===== config.mk =====
export PLATFORM = sky130hd
export DESIGN_NAME = psm_scaling_io
export DESIGN_NICKNAME = d
export VERILOG_FILES = /design/src/logic/psm_pkg.sv /design/src/logic/psm_divider.sv /design/src/logic/psm_scaling_io.sv
export SDC_FILE = /design/constraint.sdc
export NUM_CORES = 2
export LEC_CHECK = 0
export BUFFER_PORTS_ARGS = -buffer_cell sky130_fd_sc_hd__buf_4
export CORE_MARGIN = 2
export CORE_UTILIZATION = 45
export DETAILED_ROUTE_END_ITERATION = 12
export PLACE_DENSITY_LB_ADDON = 0.3
export SLEW_MARGIN = 20
export SYNTH_ARGS = -nofsm -noshare
export SYNTH_HDL_FRONTEND = slang
export SYNTH_SLANG_ARGS = --single-unit

===== constraint.sdc =====
create_clock -name SYS_CLK_I -period 13.5 [get_ports SYS_CLK_I]
set_input_delay 1.35 -clock SYS_CLK_I [delete_from_list [all_inputs] [get_ports SYS_CLK_I]]
set_output_delay 1.35 -clock SYS_CLK_I [all_outputs]
set_load 0.05 [all_outputs]

===== src/logic/psm_pkg.sv =====
// Shared constants and types for position scaling and line function map.
// Assumes one system clock and a word-wide parameter access port.
package psm_pkg;

    // Parameter addresses
    localparam logic [15:0] OFF_SCALE_DEN = 16'h060e;
    localparam logic [15:0] OFF_SCALE_NUM = 16'h0610;
    localparam logic [15:0] OFF_LINE_FN_BASE = 16'h0722;
    localparam logic [15:0] OFF_LINE_FN_STEP = 16'h0002;
    localparam logic [15:0] OFF_LINE_STATE = 16'h0730;
    localparam logic [15:0] OFF_FREE_OUT = 16'h0732;

    // Factory values and limits
    localparam logic [31:0] SCALE_NUM_RST = 32'h0000_0001;
    localparam logic [31:0] SCALE_DEN_RST = 32'h0000_4000;
    localparam logic [31:0] SCALE_MIN = 32'h0000_0001;
    localparam logic [31:0] SCALE_MAX = 32'h7fff_ffff;
    localparam int INC_SHIFT = 15;
    localparam logic [31:0] INC_PER_REV = 32'h0000_8000;
    localparam logic [31:0] RANGE_MIN = 32'hc000_0000;
    localparam logic [31:0] RANGE_MAX = 32'h3fff_ffff;
    localparam logic [31:0] SAT_POS = 32'h7fff_ffff;
    localparam logic [31:0] SAT_NEG = 32'h8000_0000;

    // Line function codes
    localparam logic [15:0] FN_FREE_IN = 16'h0001;
    localparam logic [15:0] FN_FAULT_RESET = 16'h0002;
    localparam logic [15:0] FN_ENABLE = 16'h0003;
    localparam logic [15:0] FN_HALT = 16'h0004;
    localparam logic [15:0] FN_JOG_POS = 16'h0009;
    localparam logic [15:0] FN_JOG_NEG = 16'h000a;
    localparam logic [15:0] FN_JOG_FAST = 16'h000b;
    localparam logic [15:0] FN_REF_SW = 16'h0014;
    localparam logic [15:0] FN_LIM_POS = 16'h0015;
    localparam logic [15:0] FN_LIM_NEG = 16'h0016;
    localparam logic [15:0] FN_OUT_FREE = 16'h0065;
    localparam logic [15:0] FN_OUT_NO_FAULT = 16'h0066;
    localparam logic [15:0] FN_OUT_ACTIVE = 16'h0067;

    // Factory line map, listed from line four down to line one
    localparam logic [3:0][15:0] LINE_FN_RST = {
        FN_REF_SW, FN_FREE_IN, FN_LIM_NEG, FN_LIM_POS};
    localparam logic [3:0] FREE_OUT_RST = 4'h0;

    // Converter sizes
    localparam int DIV_NW = 78;
    localparam int DIV_DW = 47;

    typedef enum logic [0:0] {
        CV_IDLE = 1'b0,
        CV_WAIT = 1'b1
    } psm_cv_type;

    // Decoded input functions handed to the motion logic
    typedef struct packed {
        logic fault_reset;
        logic enable;
        logic halt;
        logic jog_pos;
        logic jog_neg;
        logic jog_fast;
        logic ref_sw;
        logic positive_limit_switch;
        logic negative_limit_switch;
    } psm_fn_type;

endpackage


===== src/logic/psm_divider.sv =====
// Unsigned restoring divider, one quotient bit per clock.
// Assumes start is a single-cycle pulse while not busy and divisor > 0.
`timescale 1ns/1ps
module psm_divider #(
    parameter int NW = 78,
    parameter int DW = 47
) (
    // Clock and reset
    input wire logic clk_i,
    input wire logic rst_n_i,
    // Request
    input wire logic start_i,
    input wire logic [NW-1:0] dividend_i,
    input wire logic [DW-1:0] divisor_i,
    // Answer
    output logic busy_o,
    output logic done_o,
    output logic [NW-1:0] quotient_o
);
    localparam int CW = $clog2(NW + 1);
    localparam logic [CW-1:0] LAST = CW'(NW - 1);

    typedef struct packed {
        logic [DW-1:0] rem;
        logic [NW-1:0] quo;
        logic [DW-1:0] div;
        logic [CW-1:0] cnt;
        logic busy;
        logic done;
    } psm_div_state_type;

    psm_div_state_type s_r;
    psm_div_state_type s_nxt;
    logic [DW:0] rem_sh;

    always_comb begin
        s_nxt = s_r;
        s_nxt.done = 1'b0;
        rem_sh = {s_r.rem, s_r.quo[NW-1]};
        if (start_i && !s_r.busy) begin
            s_nxt.rem = '0;
            s_nxt.quo = dividend_i;
            s_nxt.div = divisor_i;
            s_nxt.cnt = '0;
            s_nxt.busy = 1'b1;
        end else if (s_r.busy) begin
            if (rem_sh >= {1'b0, s_r.div}) begin
                s_nxt.rem = DW'(rem_sh - {1'b0, s_r.div});
                s_nxt.quo = {s_r.quo[NW-2:0], 1'b1};
            end else begin
                s_nxt.rem = rem_sh[DW-1:0];
                s_nxt.quo = {s_r.quo[NW-2:0], 1'b0};
            end
            s_nxt.cnt = CW'(s_r.cnt + 1'b1);
            if (s_r.cnt == LAST) begin
                s_nxt.busy = 1'b0;
                s_nxt.done = 1'b1;
            end
        end
    end

    always_ff @(posedge clk_i or negedge rst_n_i) begin
        if (!rst_n_i) begin
            s_r <= '0;
        end else begin
            s_r <= s_nxt;
        end
    end

    assign busy_o = s_r.busy;
    assign done_o = s_r.done;
    assign quotient_o = s_r.quo;

endmodule // psm_divider


===== src/logic/psm_scaling_io.sv =====
// Position scaling registers, user/increment converter and line map.
// Assumes a single-cycle parameter port driven synchronously to SYS_CLK_I.
`timescale 1ns/1ps
module psm_scaling_io (
    // Clock and reset
    input wire logic SYS_CLK_I,
    input wire logic ARST_N_I,
    // Parameter access
    input wire logic PAR_WR_I,
    input wire logic PAR_RD_I,
    input wire logic [15:0] PAR_ADDR_I,
    input wire logic [31:0] PAR_WDATA_I,
    output logic [31:0] PAR_RDATA_O,
    output logic PAR_ACK_O,
    output logic PAR_ERR_O,
    // Drive state
    input wire logic POWER_STAGE_EN_I,
    input wire logic POWER_ON_I,
    input wire logic FACTORY_RST_I,
    input wire logic NO_FAULT_I,
    input wire logic ACTIVE_I,
    // Position converter
    input wire logic CONV_REQ_I,
    input wire logic CONV_TO_USR_I,
    input wire logic [31:0] CONV_VAL_I,
    output logic [31:0] CONV_RESULT_O,
    output logic CONV_DONE_O,
    output logic CONV_REFUSED_O,
    output logic CONV_BUSY_O,
    // Local lines
    input wire logic [3:0] LINE_IN_I,
    output logic [3:0] LINE_OUT_O,
    output logic [3:0] LINE_OE_O,
    output psm_pkg::psm_fn_type LINE_FN_O
);

    typedef struct packed {
        logic [31:0] num_store;
        logic [31:0] den_store;
        logic [31:0] num_act;
        logic [31:0] den_act;
        logic [3:0][15:0] fn_store;
        logic [3:0][15:0] fn_act;
        logic [3:0] free_out;
        logic ack;
        logic err;
        logic [31:0] rdata;
        psm_pkg::psm_fn_type fn_out;
        logic [3:0] line_out;
        psm_pkg::psm_cv_type cv;
        logic neg;
        logic [31:0] result;
        logic done;
        logic refused;
    } psm_state_type;

    // Function code, input or output, allowed on a given line
    function automatic logic code_ok(input logic [1:0] line,
                                     input logic [15:0] code);
        case (code)
            psm_pkg::FN_LIM_POS: code_ok = (line == 2'h0);
            psm_pkg::FN_LIM_NEG: code_ok = (line == 2'h1);
            psm_pkg::FN_FREE_IN, psm_pkg::FN_FAULT_RESET,
            psm_pkg::FN_ENABLE, psm_pkg::FN_HALT,
            psm_pkg::FN_JOG_POS, psm_pkg::FN_JOG_NEG,
            psm_pkg::FN_JOG_FAST, psm_pkg::FN_REF_SW,
            psm_pkg::FN_OUT_FREE, psm_pkg::FN_OUT_NO_FAULT,
            psm_pkg::FN_OUT_ACTIVE: code_ok = 1'b1;
            default: code_ok = 1'b0;
        endcase
    endfunction

    function automatic logic is_output(input logic [15:0] code);
        is_output = (code == psm_pkg::FN_OUT_FREE) ||
                    (code == psm_pkg::FN_OUT_NO_FAULT) ||
                    (code == psm_pkg::FN_OUT_ACTIVE);
    endfunction

    function automatic logic scale_ok(input logic [31:0] v);
        scale_ok = (v >= psm_pkg::SCALE_MIN) && (v <= psm_pkg::SCALE_MAX);
    endfunction

    logic [1:0] rst_sync_r;
    logic rst_n;
    psm_state_type s_r;
    psm_state_type s_nxt;
    logic div_start;
    logic [psm_pkg::DIV_NW-1:0] div_dividend;
    logic [psm_pkg::DIV_DW-1:0] div_divisor;
    logic div_done;
    logic [psm_pkg::DIV_NW-1:0] div_quo;
    logic [32:0] mag;
    logic [63:0] prod;
    logic fine_scale;
    logic beyond;
    logic hit;
    logic [31:0] limit;
    logic [15:0] fn_addr;
    logic [3:0] free_state;

    always_ff @(posedge SYS_CLK_I or negedge ARST_N_I) begin
        if (!ARST_N_I) begin
            rst_sync_r <= 2'h0;
        end else begin
            rst_sync_r <= {rst_sync_r[0], 1'b1};
        end
    end
    assign rst_n = rst_sync_r[1];

    psm_divider #(
        .NW(psm_pkg::DIV_NW),
        .DW(psm_pkg::DIV_DW)
    ) u_div (
        .clk_i(SYS_CLK_I),
        .rst_n_i(rst_n),
        .start_i(div_start),
        .dividend_i(div_dividend),
        .divisor_i(div_divisor),
        .busy_o(),
        .done_o(div_done),
        .quotient_o(div_quo)
    );

    always_comb begin
        s_nxt = s_r;
        s_nxt.ack = PAR_WR_I || PAR_RD_I;
        s_nxt.err = 1'b0;
        s_nxt.done = 1'b0;
        s_nxt.refused = 1'b0;
        hit = 1'b0;
        fn_addr = psm_pkg::OFF_LINE_FN_BASE;
        for (int i = 0; i < 4; i++) begin
            free_state[i] = (s_r.fn_act[i] == psm_pkg::FN_FREE_IN) &&
                            LINE_IN_I[i];
        end
        // Parameter writes and reads
        if (PAR_WR_I) begin
            case (PAR_ADDR_I)
                psm_pkg::OFF_SCALE_DEN: begin
                    if (POWER_STAGE_EN_I || !scale_ok(PAR_WDATA_I)) begin
                        s_nxt.err = 1'b1;
                    end else begin
                        s_nxt.den_store = PAR_WDATA_I;
                    end
                end
                psm_pkg::OFF_SCALE_NUM: begin
                    if (POWER_STAGE_EN_I || !scale_ok(PAR_WDATA_I)) begin
                        s_nxt.err = 1'b1;
                    end else begin
                        s_nxt.num_store = PAR_WDATA_I;
                        s_nxt.num_act = PAR_WDATA_I;
                        s_nxt.den_act = s_r.den_store;
                    end
                end
                psm_pkg::OFF_FREE_OUT: s_nxt.free_out = PAR_WDATA_I[3:0];
                default: begin
                    for (int i = 0; i < 4; i++) begin
                        if (PAR_ADDR_I == fn_addr) begin
                            hit = 1'b1;
                            if (POWER_STAGE_EN_I || PAR_WDATA_I[31:16] != 16'h0
                                || !code_ok(2'(i), PAR_WDATA_I[15:0])) begin
                                s_nxt.err = 1'b1;
                            end else begin
                                s_nxt.fn_store[i] = PAR_WDATA_I[15:0];
                            end
                        end
                        fn_addr = 16'(fn_addr + psm_pkg::OFF_LINE_FN_STEP);
                    end
                    if (!hit) begin
                        s_nxt.err = 1'b1;
                    end
                end
            endcase
        end else if (PAR_RD_I) begin
            s_nxt.rdata = 32'h0;
            case (PAR_ADDR_I)
                psm_pkg::OFF_SCALE_DEN: s_nxt.rdata = s_r.den_store;
                psm_pkg::OFF_SCALE_NUM: s_nxt.rdata = s_r.num_store;
                psm_pkg::OFF_LINE_STATE: s_nxt.rdata = {28'h0, free_state};
                psm_pkg::OFF_FREE_OUT: s_nxt.rdata = {28'h0, s_r.free_out};
                default: begin
                    for (int i = 0; i < 4; i++) begin
                        if (PAR_ADDR_I == fn_addr) begin
                            hit = 1'b1;
                            s_nxt.rdata = {16'h0, s_r.fn_store[i]};
                        end
                        fn_addr = 16'(fn_addr + psm_pkg::OFF_LINE_FN_STEP);
                    end
                    if (!hit) begin
                        s_nxt.err = 1'b1;
                    end
                end
            endcase
        end
        // Line map takes effect only on a power-on event
        if (POWER_ON_I) begin
            s_nxt.fn_act = s_nxt.fn_store;
        end
        if (FACTORY_RST_I) begin
            s_nxt.num_store = psm_pkg::SCALE_NUM_RST;
            s_nxt.den_store = psm_pkg::SCALE_DEN_RST;
            s_nxt.num_act = psm_pkg::SCALE_NUM_RST;
            s_nxt.den_act = psm_pkg::SCALE_DEN_RST;
            s_nxt.fn_store = psm_pkg::LINE_FN_RST;
        end
        // Decoded input functions and output lines
        s_nxt.fn_out = '0;
        for (int i = 0; i < 4; i++) begin
            case (s_r.fn_act[i])
                psm_pkg::FN_FAULT_RESET: s_nxt.fn_out.fault_reset = LINE_IN_I[i];
                psm_pkg::FN_ENABLE: s_nxt.fn_out.enable = LINE_IN_I[i];
                psm_pkg::FN_HALT: s_nxt.fn_out.halt = LINE_IN_I[i];
                psm_pkg::FN_JOG_POS: s_nxt.fn_out.jog_pos = LINE_IN_I[i];
                psm_pkg::FN_JOG_NEG: s_nxt.fn_out.jog_neg = LINE_IN_I[i];
                psm_pkg::FN_JOG_FAST: s_nxt.fn_out.jog_fast = LINE_IN_I[i];
                psm_pkg::FN_REF_SW: s_nxt.fn_out.ref_sw = LINE_IN_I[i];
                psm_pkg::FN_LIM_POS:
                    s_nxt.fn_out.positive_limit_switch = LINE_IN_I[i];
                psm_pkg::FN_LIM_NEG:
                    s_nxt.fn_out.negative_limit_switch = LINE_IN_I[i];
                default: ;
            endcase
            case (s_r.fn_act[i])
                psm_pkg::FN_OUT_FREE: s_nxt.line_out[i] = s_r.free_out[i];
                psm_pkg::FN_OUT_NO_FAULT: s_nxt.line_out[i] = NO_FAULT_I;
                psm_pkg::FN_OUT_ACTIVE: s_nxt.line_out[i] = ACTIVE_I;
                default: s_nxt.line_out[i] = 1'b0;
            endcase
        end
        // Position converter: magnitude scaled by 2^15 increments per revolution; the quotient truncates toward zero
        mag = CONV_VAL_I[31] ? 33'(33'h0 - {1'b1, CONV_VAL_I})
                             : {1'b0, CONV_VAL_I};
        prod = 64'(mag) * (CONV_TO_USR_I ? 64'(s_r.den_act)
                                         : 64'(s_r.num_act));
        fine_scale = {s_r.num_act[31:0], 15'h0} <
                     {15'h0, s_r.den_act};
        beyond = ($signed(CONV_VAL_I) < $signed(psm_pkg::RANGE_MIN)) ||
                 ($signed(CONV_VAL_I) > $signed(psm_pkg::RANGE_MAX));
        div_start = 1'b0;
        div_dividend = CONV_TO_USR_I ? {14'h0, prod} : {prod[62:0], 15'h0};
        div_divisor = CONV_TO_USR_I ? {s_r.num_act, 15'h0}
                                    : {15'h0, s_r.den_act};
        limit = s_r.neg ? psm_pkg::SAT_NEG : psm_pkg::SAT_POS;
        case (s_r.cv)
            psm_pkg::CV_IDLE: begin
                if (CONV_REQ_I) begin
                    if (!CONV_TO_USR_I && fine_scale && beyond) begin
                        s_nxt.refused = 1'b1;
                    end else begin
                        div_start = 1'b1;
                        s_nxt.neg = CONV_VAL_I[31];
                        s_nxt.cv = psm_pkg::CV_WAIT;
                    end
                end
            end
            psm_pkg::CV_WAIT: begin
                if (div_done) begin
                    // Clip rather than wrap when the result will not fit
                    if (div_quo > {46'h0, limit}) begin
                        s_nxt.result = limit;
                    end else begin
                        s_nxt.result = s_r.neg ? 32'(32'h0 - div_quo[31:0])
                                               : div_quo[31:0];
                    end
                    s_nxt.done = 1'b1;
                    s_nxt.cv = psm_pkg::CV_IDLE;
                end
            end
            default: s_nxt.cv = psm_pkg::CV_IDLE;
        endcase
    end

    always_ff @(posedge SYS_CLK_I or negedge rst_n) begin
        if (!rst_n) begin
            s_r <= '0;
            s_r.num_store <= psm_pkg::SCALE_NUM_RST;
            s_r.den_store <= psm_pkg::SCALE_DEN_RST;
            s_r.num_act <= psm_pkg::SCALE_NUM_RST;
            s_r.den_act <= psm_pkg::SCALE_DEN_RST;
            s_r.fn_store <= psm_pkg::LINE_FN_RST;
            s_r.fn_act <= psm_pkg::LINE_FN_RST;
            s_r.free_out <= psm_pkg::FREE_OUT_RST;
            s_r.cv <= psm_pkg::CV_IDLE;
        end else begin
            s_r <= s_nxt;
        end
    end

    generate
        for (genvar g = 0; g < 4; g++) begin : g_line
            assign LINE_OE_O[g] = is_output(s_r.fn_act[g]);
        end
    endgenerate

    assign PAR_RDATA_O = s_r.rdata;
    assign PAR_ACK_O = s_r.ack;
    assign PAR_ERR_O = s_r.err;
    assign CONV_RESULT_O = s_r.result;
    assign CONV_DONE_O = s_r.done;
    assign CONV_REFUSED_O = s_r.refused;
    assign CONV_BUSY_O = (s_r.cv != psm_pkg::CV_IDLE);
    assign LINE_OUT_O = s_r.line_out;
    assign LINE_FN_O = s_r.fn_out;

    chk_num_range: assert property (
        @(posedge SYS_CLK_I) disable iff (!rst_n)
        scale_ok(s_r.num_act) && scale_ok(s_r.den_store))
        else $error("scale value out of range");

    chk_den_pending: assert property (
        @(posedge SYS_CLK_I) disable iff (!rst_n)
        PAR_WR_I && PAR_ADDR_I == psm_pkg::OFF_SCALE_DEN && !FACTORY_RST_I
        |=> $stable(s_r.den_act) && $stable(s_r.num_act))
        else $error("denominator write changed active scale");

    chk_num_activate: assert property (
        @(posedge SYS_CLK_I) disable iff (!rst_n)
        PAR_WR_I && PAR_ADDR_I == psm_pkg::OFF_SCALE_NUM &&
        !POWER_STAGE_EN_I && scale_ok(PAR_WDATA_I) && !FACTORY_RST_I
        |=> s_r.num_act == $past(PAR_WDATA_I) &&
            s_r.den_act == $past(s_r.den_store) && !PAR_ERR_O)
        else $error("numerator write did not activate scaling");

    chk_enabled_lock: assert property (
        @(posedge SYS_CLK_I) disable iff (!rst_n)
        PAR_WR_I && POWER_STAGE_EN_I && !FACTORY_RST_I &&
        PAR_ADDR_I == psm_pkg::OFF_SCALE_NUM
        |=> PAR_ERR_O && $stable(s_r.num_store))
        else $error("scale changed with power stage enabled");

    chk_limit_lines: assert property (
        @(posedge SYS_CLK_I) disable iff (!rst_n)
        s_r.fn_store[1] != psm_pkg::FN_LIM_POS &&
        s_r.fn_store[0] != psm_pkg::FN_LIM_NEG &&
        s_r.fn_store[2] != psm_pkg::FN_LIM_POS &&
        s_r.fn_store[3] != psm_pkg::FN_LIM_NEG)
        else $error("limit function on wrong line");

    chk_fn_power_on: assert property (
        @(posedge SYS_CLK_I) disable iff (!rst_n)
        !POWER_ON_I |=> $stable(s_r.fn_act))
        else $error("line function changed without power-on");

    chk_refuse_fine: assert property (
        @(posedge SYS_CLK_I) disable iff (!rst_n)
        CONV_REQ_I && !CONV_BUSY_O && !CONV_TO_USR_I && !fine_scale
        |=> !CONV_REFUSED_O ##1 CONV_BUSY_O)
        else $error("move refused under coarse scaling");

    chk_conv_bound: assert property (
        @(posedge SYS_CLK_I) disable iff (!rst_n)
        $rose(CONV_BUSY_O) |-> ##[70:90] CONV_DONE_O)
        else $error("conversion did not finish in time");

endmodule // psm_scaling_io


# After elaboration in Yosys (flattened, before gate mapping)
# Index checks and enable logic that the tools add are counted.
[classes]
add_sub_neg = 4
n_mul = 1
order_cmp = 7
eq_ne = 75
n_mux = 126
n_bitwise = 3
reduce_logical = 48
[ops]
columns = ["operator", "n"]
rows = [
  ["192-bit 2-to-1 mux", 2],
  ["125-bit 2-to-1 mux", 3],
  ["32-bit 2-to-1 mux", 10],
  ["16-bit by 4-bit equality test with 1-bit output (second input constant)", 15],
  ["16-bit by 5-bit equality test with 1-bit output (second input constant)", 15],
  ["16-bit by 7-bit equality test with 1-bit output (second input constant)", 15],
  ["64-bit 2-to-1 mux", 3],
  ["16-bit by 2-bit equality test with 1-bit output (second input constant)", 10],
  ["16-bit 2-to-1 mux", 9],
  ["16-bit by 11-bit equality test with 1-bit output (second input constant)", 8],
  ["32-bit case mux with 4 select lines", 1],
  ["1-bit 2-to-1 mux", 83],
  ["16-bit by 1-bit equality test with 1-bit output (second input constant)", 5],
  ["16-bit by 3-bit equality test with 1-bit output (second input constant)", 5],
  ["78-bit by 32-bit greater-than comparator with 1-bit output", 1],
  ["78-bit 2-to-1 mux", 1],
  ["33-bit 2-to-1 mux", 2],
  ["33-bit by 32-bit multiplier with 64-bit output", 1],
  ["48-bit by 47-bit greater-or-equal comparator with 1-bit output", 1],
  ["47-bit by 32-bit < comparator with 1-bit output", 1],
  ["47-bit 2-to-1 mux", 1],
  ["47-bit subtractor", 1],
  ["1-bit by 33-bit subtractor with 33-bit output (first input constant)", 1],
  ["32-bit by 1-bit greater-or-equal comparator with 1-bit output (second input constant)", 1],
  ["other kinds (25)", 69],
]
[word_totals]
ff_bits = 526
inputBits = 95
wordCells = 302

# Longest topological paths before layout
[logic_depth]
depth_word = 19
ltp_mapped = 38
mapped_depth_nobuf = 35

# Modules after synthesis
# From an unflattened synthesis, not the netlist that was laid out.
[hier_totals]
cells_unflattened = 7039
area_unflattened_um2 = 62242.2
[by_module_without_submodules]
columns = ["module", "n_inst", "cells_per_inst", "area_each_um2", "seq_area_each_um2"]
rows = [
  ["psm_scaling_io", 1, 5781, 51220.4, 7858.8],
  ["psm_divider", 1, 1258, 11021.8, 4529.3],
]

# Least setup slack after synthesis
# OpenSTA, ideal clock, no wires.
[synth_path]
kind = "input to register"
startpoint = "input CONV_VAL_I[0]"
endpoint = "register u_div.s_r (netlist bit u_div.quotient_o[68])"
setup_ns = 0.126
arrival_time_ns = 10.433
setup_slack_ns = 2.941
path_stages = 36
n_path_buf = 3
cell_sequence = "inv_1 -> clkbuf_1 -> ha_1 -> nor3b_1 -> nand3_1 -> or3_1 -> o21ai_1 -> nand2_1 -> xnor2_1 -> buf_2 -> nor2_1 -> fa_1 -> fa_1 -> fa_1 -> inv_1 -> fa_1 -> inv_1 -> fa_1 -> fa_1 -> fa_1 -> inv_1 -> fa_1 -> inv_1 -> ha_1 -> clkbuf_1 -> nand2_1 -> nor3_1 -> nand2_1 -> o211ai_1 -> nor3_1 -> a2111oi_0 -> o21ai_0 -> nand2b_1 -> xnor2_1 -> nor2_1 -> a221o_1"
[synth_via]
elab_chain_len = 8
elab_cells_between_ends = 14
[synth_rtl]
columns = ["element", "line_no", "source"]
rows = [
  ["start: declaration", "psm_scaling_io.sv:25", "input wire logic [31:0] CONV_VAL_I,"],
  ["branches (longest 8 deep; another with 33-bit by 32-bit multiplier with 64-bit output)", "--", ""],
  ["end signal: assignment", "psm_divider.sv:66", "s_r <= s_nxt;"],
  ["end: declaration", "psm_divider.sv:32", "psm_div_state_type s_r;"],
]
# Several ways; the timed one is not identified.
# A chain may end at the register's enable or synchronous reset.

# Worst setup path in the final report
[layout_path]
startpoint = "input CONV_VAL_I[14]"
endpoint = "register u_div.s_r (netlist bit u_div.quotient_o[77])"
# The elaborated chain is that of the path after synthesis.

==> results_dict.tcl <==
set metrics [dict create \
    hold_viol_final 0 \
    power_frac_clock_pct 19.1 \
    synth_top_area_cell "fa_1" \
    ant_nets 0 \
    power_frac_seq_pct 19.7 \
    grt_pass1_vias 50656 \
    antenna_found_initial 9 \
    clock_sinks 494 \
    syn_inst 7052 \
    maxCapViolations 0 \
    dpl.cell_count 8719 \
    cts_resized 0 \
    synthesis.area_um2 61260 \
    cts_htree_levels 2 \
    cpMaxStageDelayCell "xnor2_1" \
    worst-endpoint-arrival_ns 12.29 \
    leakagePower_nw 31.86 \
    combinationalPowerShare_pct 61.2 \
    synth_edf_count 0 \
    async_flop_share_pct 100.0 \
    cp-start-kind "input port" \
    finalCriticalPeriod_ns 11.82 \
    gp_congestion 0.9683 \
    rows 135 \
    slew_viol_final 0 \
    cts_buffer_depth 3 \
    grt.total_usage_pct 29.13 \
    layout.cells.non_filler 8810 \
    final_cell_mix "1072 x inv_1, 953 x nand2_1, 926 x fa_1, 911 x nor2_1, 471 x dfrtp_1" \
    finalCritPeriodShare_pct 87.57 \
    die_h_um 373.0 \
    final_util_pct 49.10 \
    fillerInstances 12726 \
    die-area_um2 139100 \
    skew_ns 0.03328 \
    grt_pass1_wl_mm 310.3 \
    die_x_um 373.0 \
    start_util_pct 45.28 \
    outcome "finished, final reports clean" \
    cp.required_ns 13.97 \
    switching_power_mw 3.911 \
    cts-root-buf "clkbuf_16" \
    setup_viol 0 \
    vias_per_cell 5.735 \
    drt-total-wl_mm 203.3 \
    wl_per_cell_um 23.07 \
    crit_path_frequent_cell "fa_1" \
    cts_tree "yes" \
    p_total_mw 7.840 \
    ios 181 \
    cpPeakStageDelay_ns 0.72 \
    port_buffers 180 \
    syn_to_final_growth_pct 8.433 \
    timing.setup.tns_ns 0 \
    ys_types 80 \
    switching_share_pct 49.89 \
    nets 8369 \
    ir_worst_vdd_mv 0.1341 \
    worstSetupEndpointType "register" \
    final_common_cell "inv_1" \
    ys_ff_latch 494 \
    drive_above_1_share_pct 8.043 \
    yosysWarnings 0 \
    via_count 50525 \
    numCtsBuffers 48 \
    fmax_mhz 84.58 \
    grt_setup_unrepaired "false" \
    synth.area.top_cells "fa_1 30%, dfrtp_1 19%, ha_1 7.3%" \
    slew_headroom_pct 20.27 \
    grt-ovfl-total 0 \
    drc_errors 0 \
    cp_max_fo 9 \
    core_area_um2 135300 \
    yosys.area.top_type_share_pct 30.26 \
    clk_pin_slew_ns 0.07 \
    regArea_um2 12400 \
    drt_pass1_iterations 7 \
    drt_iter0_markers 5224 \
    worst_pin_slew_ns 1.195 \
    dp_hpwl_mm 156.8 \
    power_density_nw_per_um2 118.0 \
    syn_area_per_cell_um2 8.687 \
    p_int_mw 3.929 \
    holdBufCountCts 0 \
    worstSetupPathType "input port to register" \
    min_path_type "register to async pin" \
    synthFlopType "dfrtp_1" \
    grt_max_degree 174 \
    ys_seq_area_share_pct 20.22 \
    postCtsSetupRepairBufs 0 \
    multiInputGateArea_um2 43630 \
    clkLatencyLatePin_ns 0.63 \
]
==> synthesized netlist by cell type (all sizes together) (62+ instances only) <==
cell type  instances
xor2              71
clkbuf           353
mux2i            104
inv             1073
fa               926
nor2             915
nand2            953
buf               98
a21oi            274
a21o              66
ha               358
dfrtp            473
xnor2            102
nor3              62
o21ai            300
nand3            104
==> sequential cells by signal, summed over array words and instances (netlist names) <==
name / count
PAR_RDATA_O: 32
u_div.done_o: 1
CONV_DONE_O: 1
u_div.quotient_o: 78
LINE_FN_O: 9
PAR_ERR_O: 1
LINE_OUT_O: 4
CONV_RESULT_O: 32
u_div.s_r: 54
u_div.rem_sh: 47
CONV_BUSY_O: 1
s_r: 229
CONV_REFUSED_O: 1
PAR_ACK_O: 1
rst_sync_r: 2
u_div.busy_o: 1
==> kinds of logic (layout without fill, tap and decap cells) <==
logic type | count (synthesis) | count (layout) | synth area share (%)
flip-flops | 494 | 494 | 20.22
multiplexers | 148 | 148 | 2.508
AO/OA/AOI/OAI | 1056 | 1056 | 10.85
other | 2 | 36 | 0.01226
AND/OR/NAND/NOR | 2371 | 2371 | 16.53
adder cells (fa/ha/maj) | 1284 | 1284 | 37.57
buffers and inverters | 1524 | 1467 | 9.832
XOR/XNOR | 173 | 173 | 2.473
==> final cells by class <==
type,count,share of cell area (%)
flip-flops and latches,494,18.66
inverters,1073,6.063
diodes,4,0.01507
clock inverters,21,0.5406
clock buffers,64,2.049
multi-input cells,5064,65.67
well taps,1781,3.355
repair buffers,309,3.645
==> worst max-delay path, delay by kind of cell <==
kind            cells  cell delay [ns]
buf+inv             6             0.68
compound gates     10             2.75
fa+ha+maj           9             4.49
xor+xnor            2             0.85
simple gates        7             2.16
==> through the flow <==
stage               worst slack (ns)  hold WS, ns  area (um^2)
floorplan                      2.941       0.3311        61380
global placement               1.412       0.3217        64580
detailed placement             1.192       0.3291        64650
CTS                            1.819       0.3238        66370
global route                   1.258       0.3465        66420
finish                         1.677       0.2975        66430
==> worst paths after layout <==
| path | cells after the start | start | slack, ns | to |
|---|---|---|---|---|
| max in group asynchronous | 3 | rst_sync_r[1]$_DFF_PN0_ | 10.33 | u_div.busy_o$_DFF_PN0_ |
| max | 34 | CONV_VAL_I[14] | 1.68 | u_div.quotient_o[77]$_DFFE_PN0P_ |
| min | 0 | rst_sync_r[1]$_DFF_PN0_ | 0.30 | s_r[120]$_DFFE_PN0P_ |
| min reg2reg | 0 | rst_sync_r[1]$_DFF_PN0_ | 0.30 | s_r[120]$_DFFE_PN0P_ |
| max reg2reg | 27 | s_r[317]$_DFFE_PN0P_ | 3.79 | u_div.quotient_o[57]$_DFFE_PN0P_ |
| min in group SYS_CLK_I | 0 | rst_sync_r[0]$_DFF_PN0_ | 0.35 | rst_sync_r[1]$_DFF_PN0_ |
==> power groups by stage <==
stage	sequential [mW]	clock, mW	combinational (mW)
2_1_floorplan	1.57	0	3.03
3_5_place_dp	1.57	0	4.67
5_1_grt	1.55	1.58	5.19
3_3_place_gp	1.57	0	4.66
4_1_cts	1.54	1.52	4.70
6_report	1.55	1.50	4.80
==> metal layers <==
metal	up-vias	GRT usage (%)	part of all wire, %
met2	2332	44.75	45
met1	25431	40.74	42
met4	8	11.91	4.8
met3	482	5.184	8.7
li1	22272	-	-
met5	-	0	0.024
No activity file was read; power rests on OpenSTA's default activity.
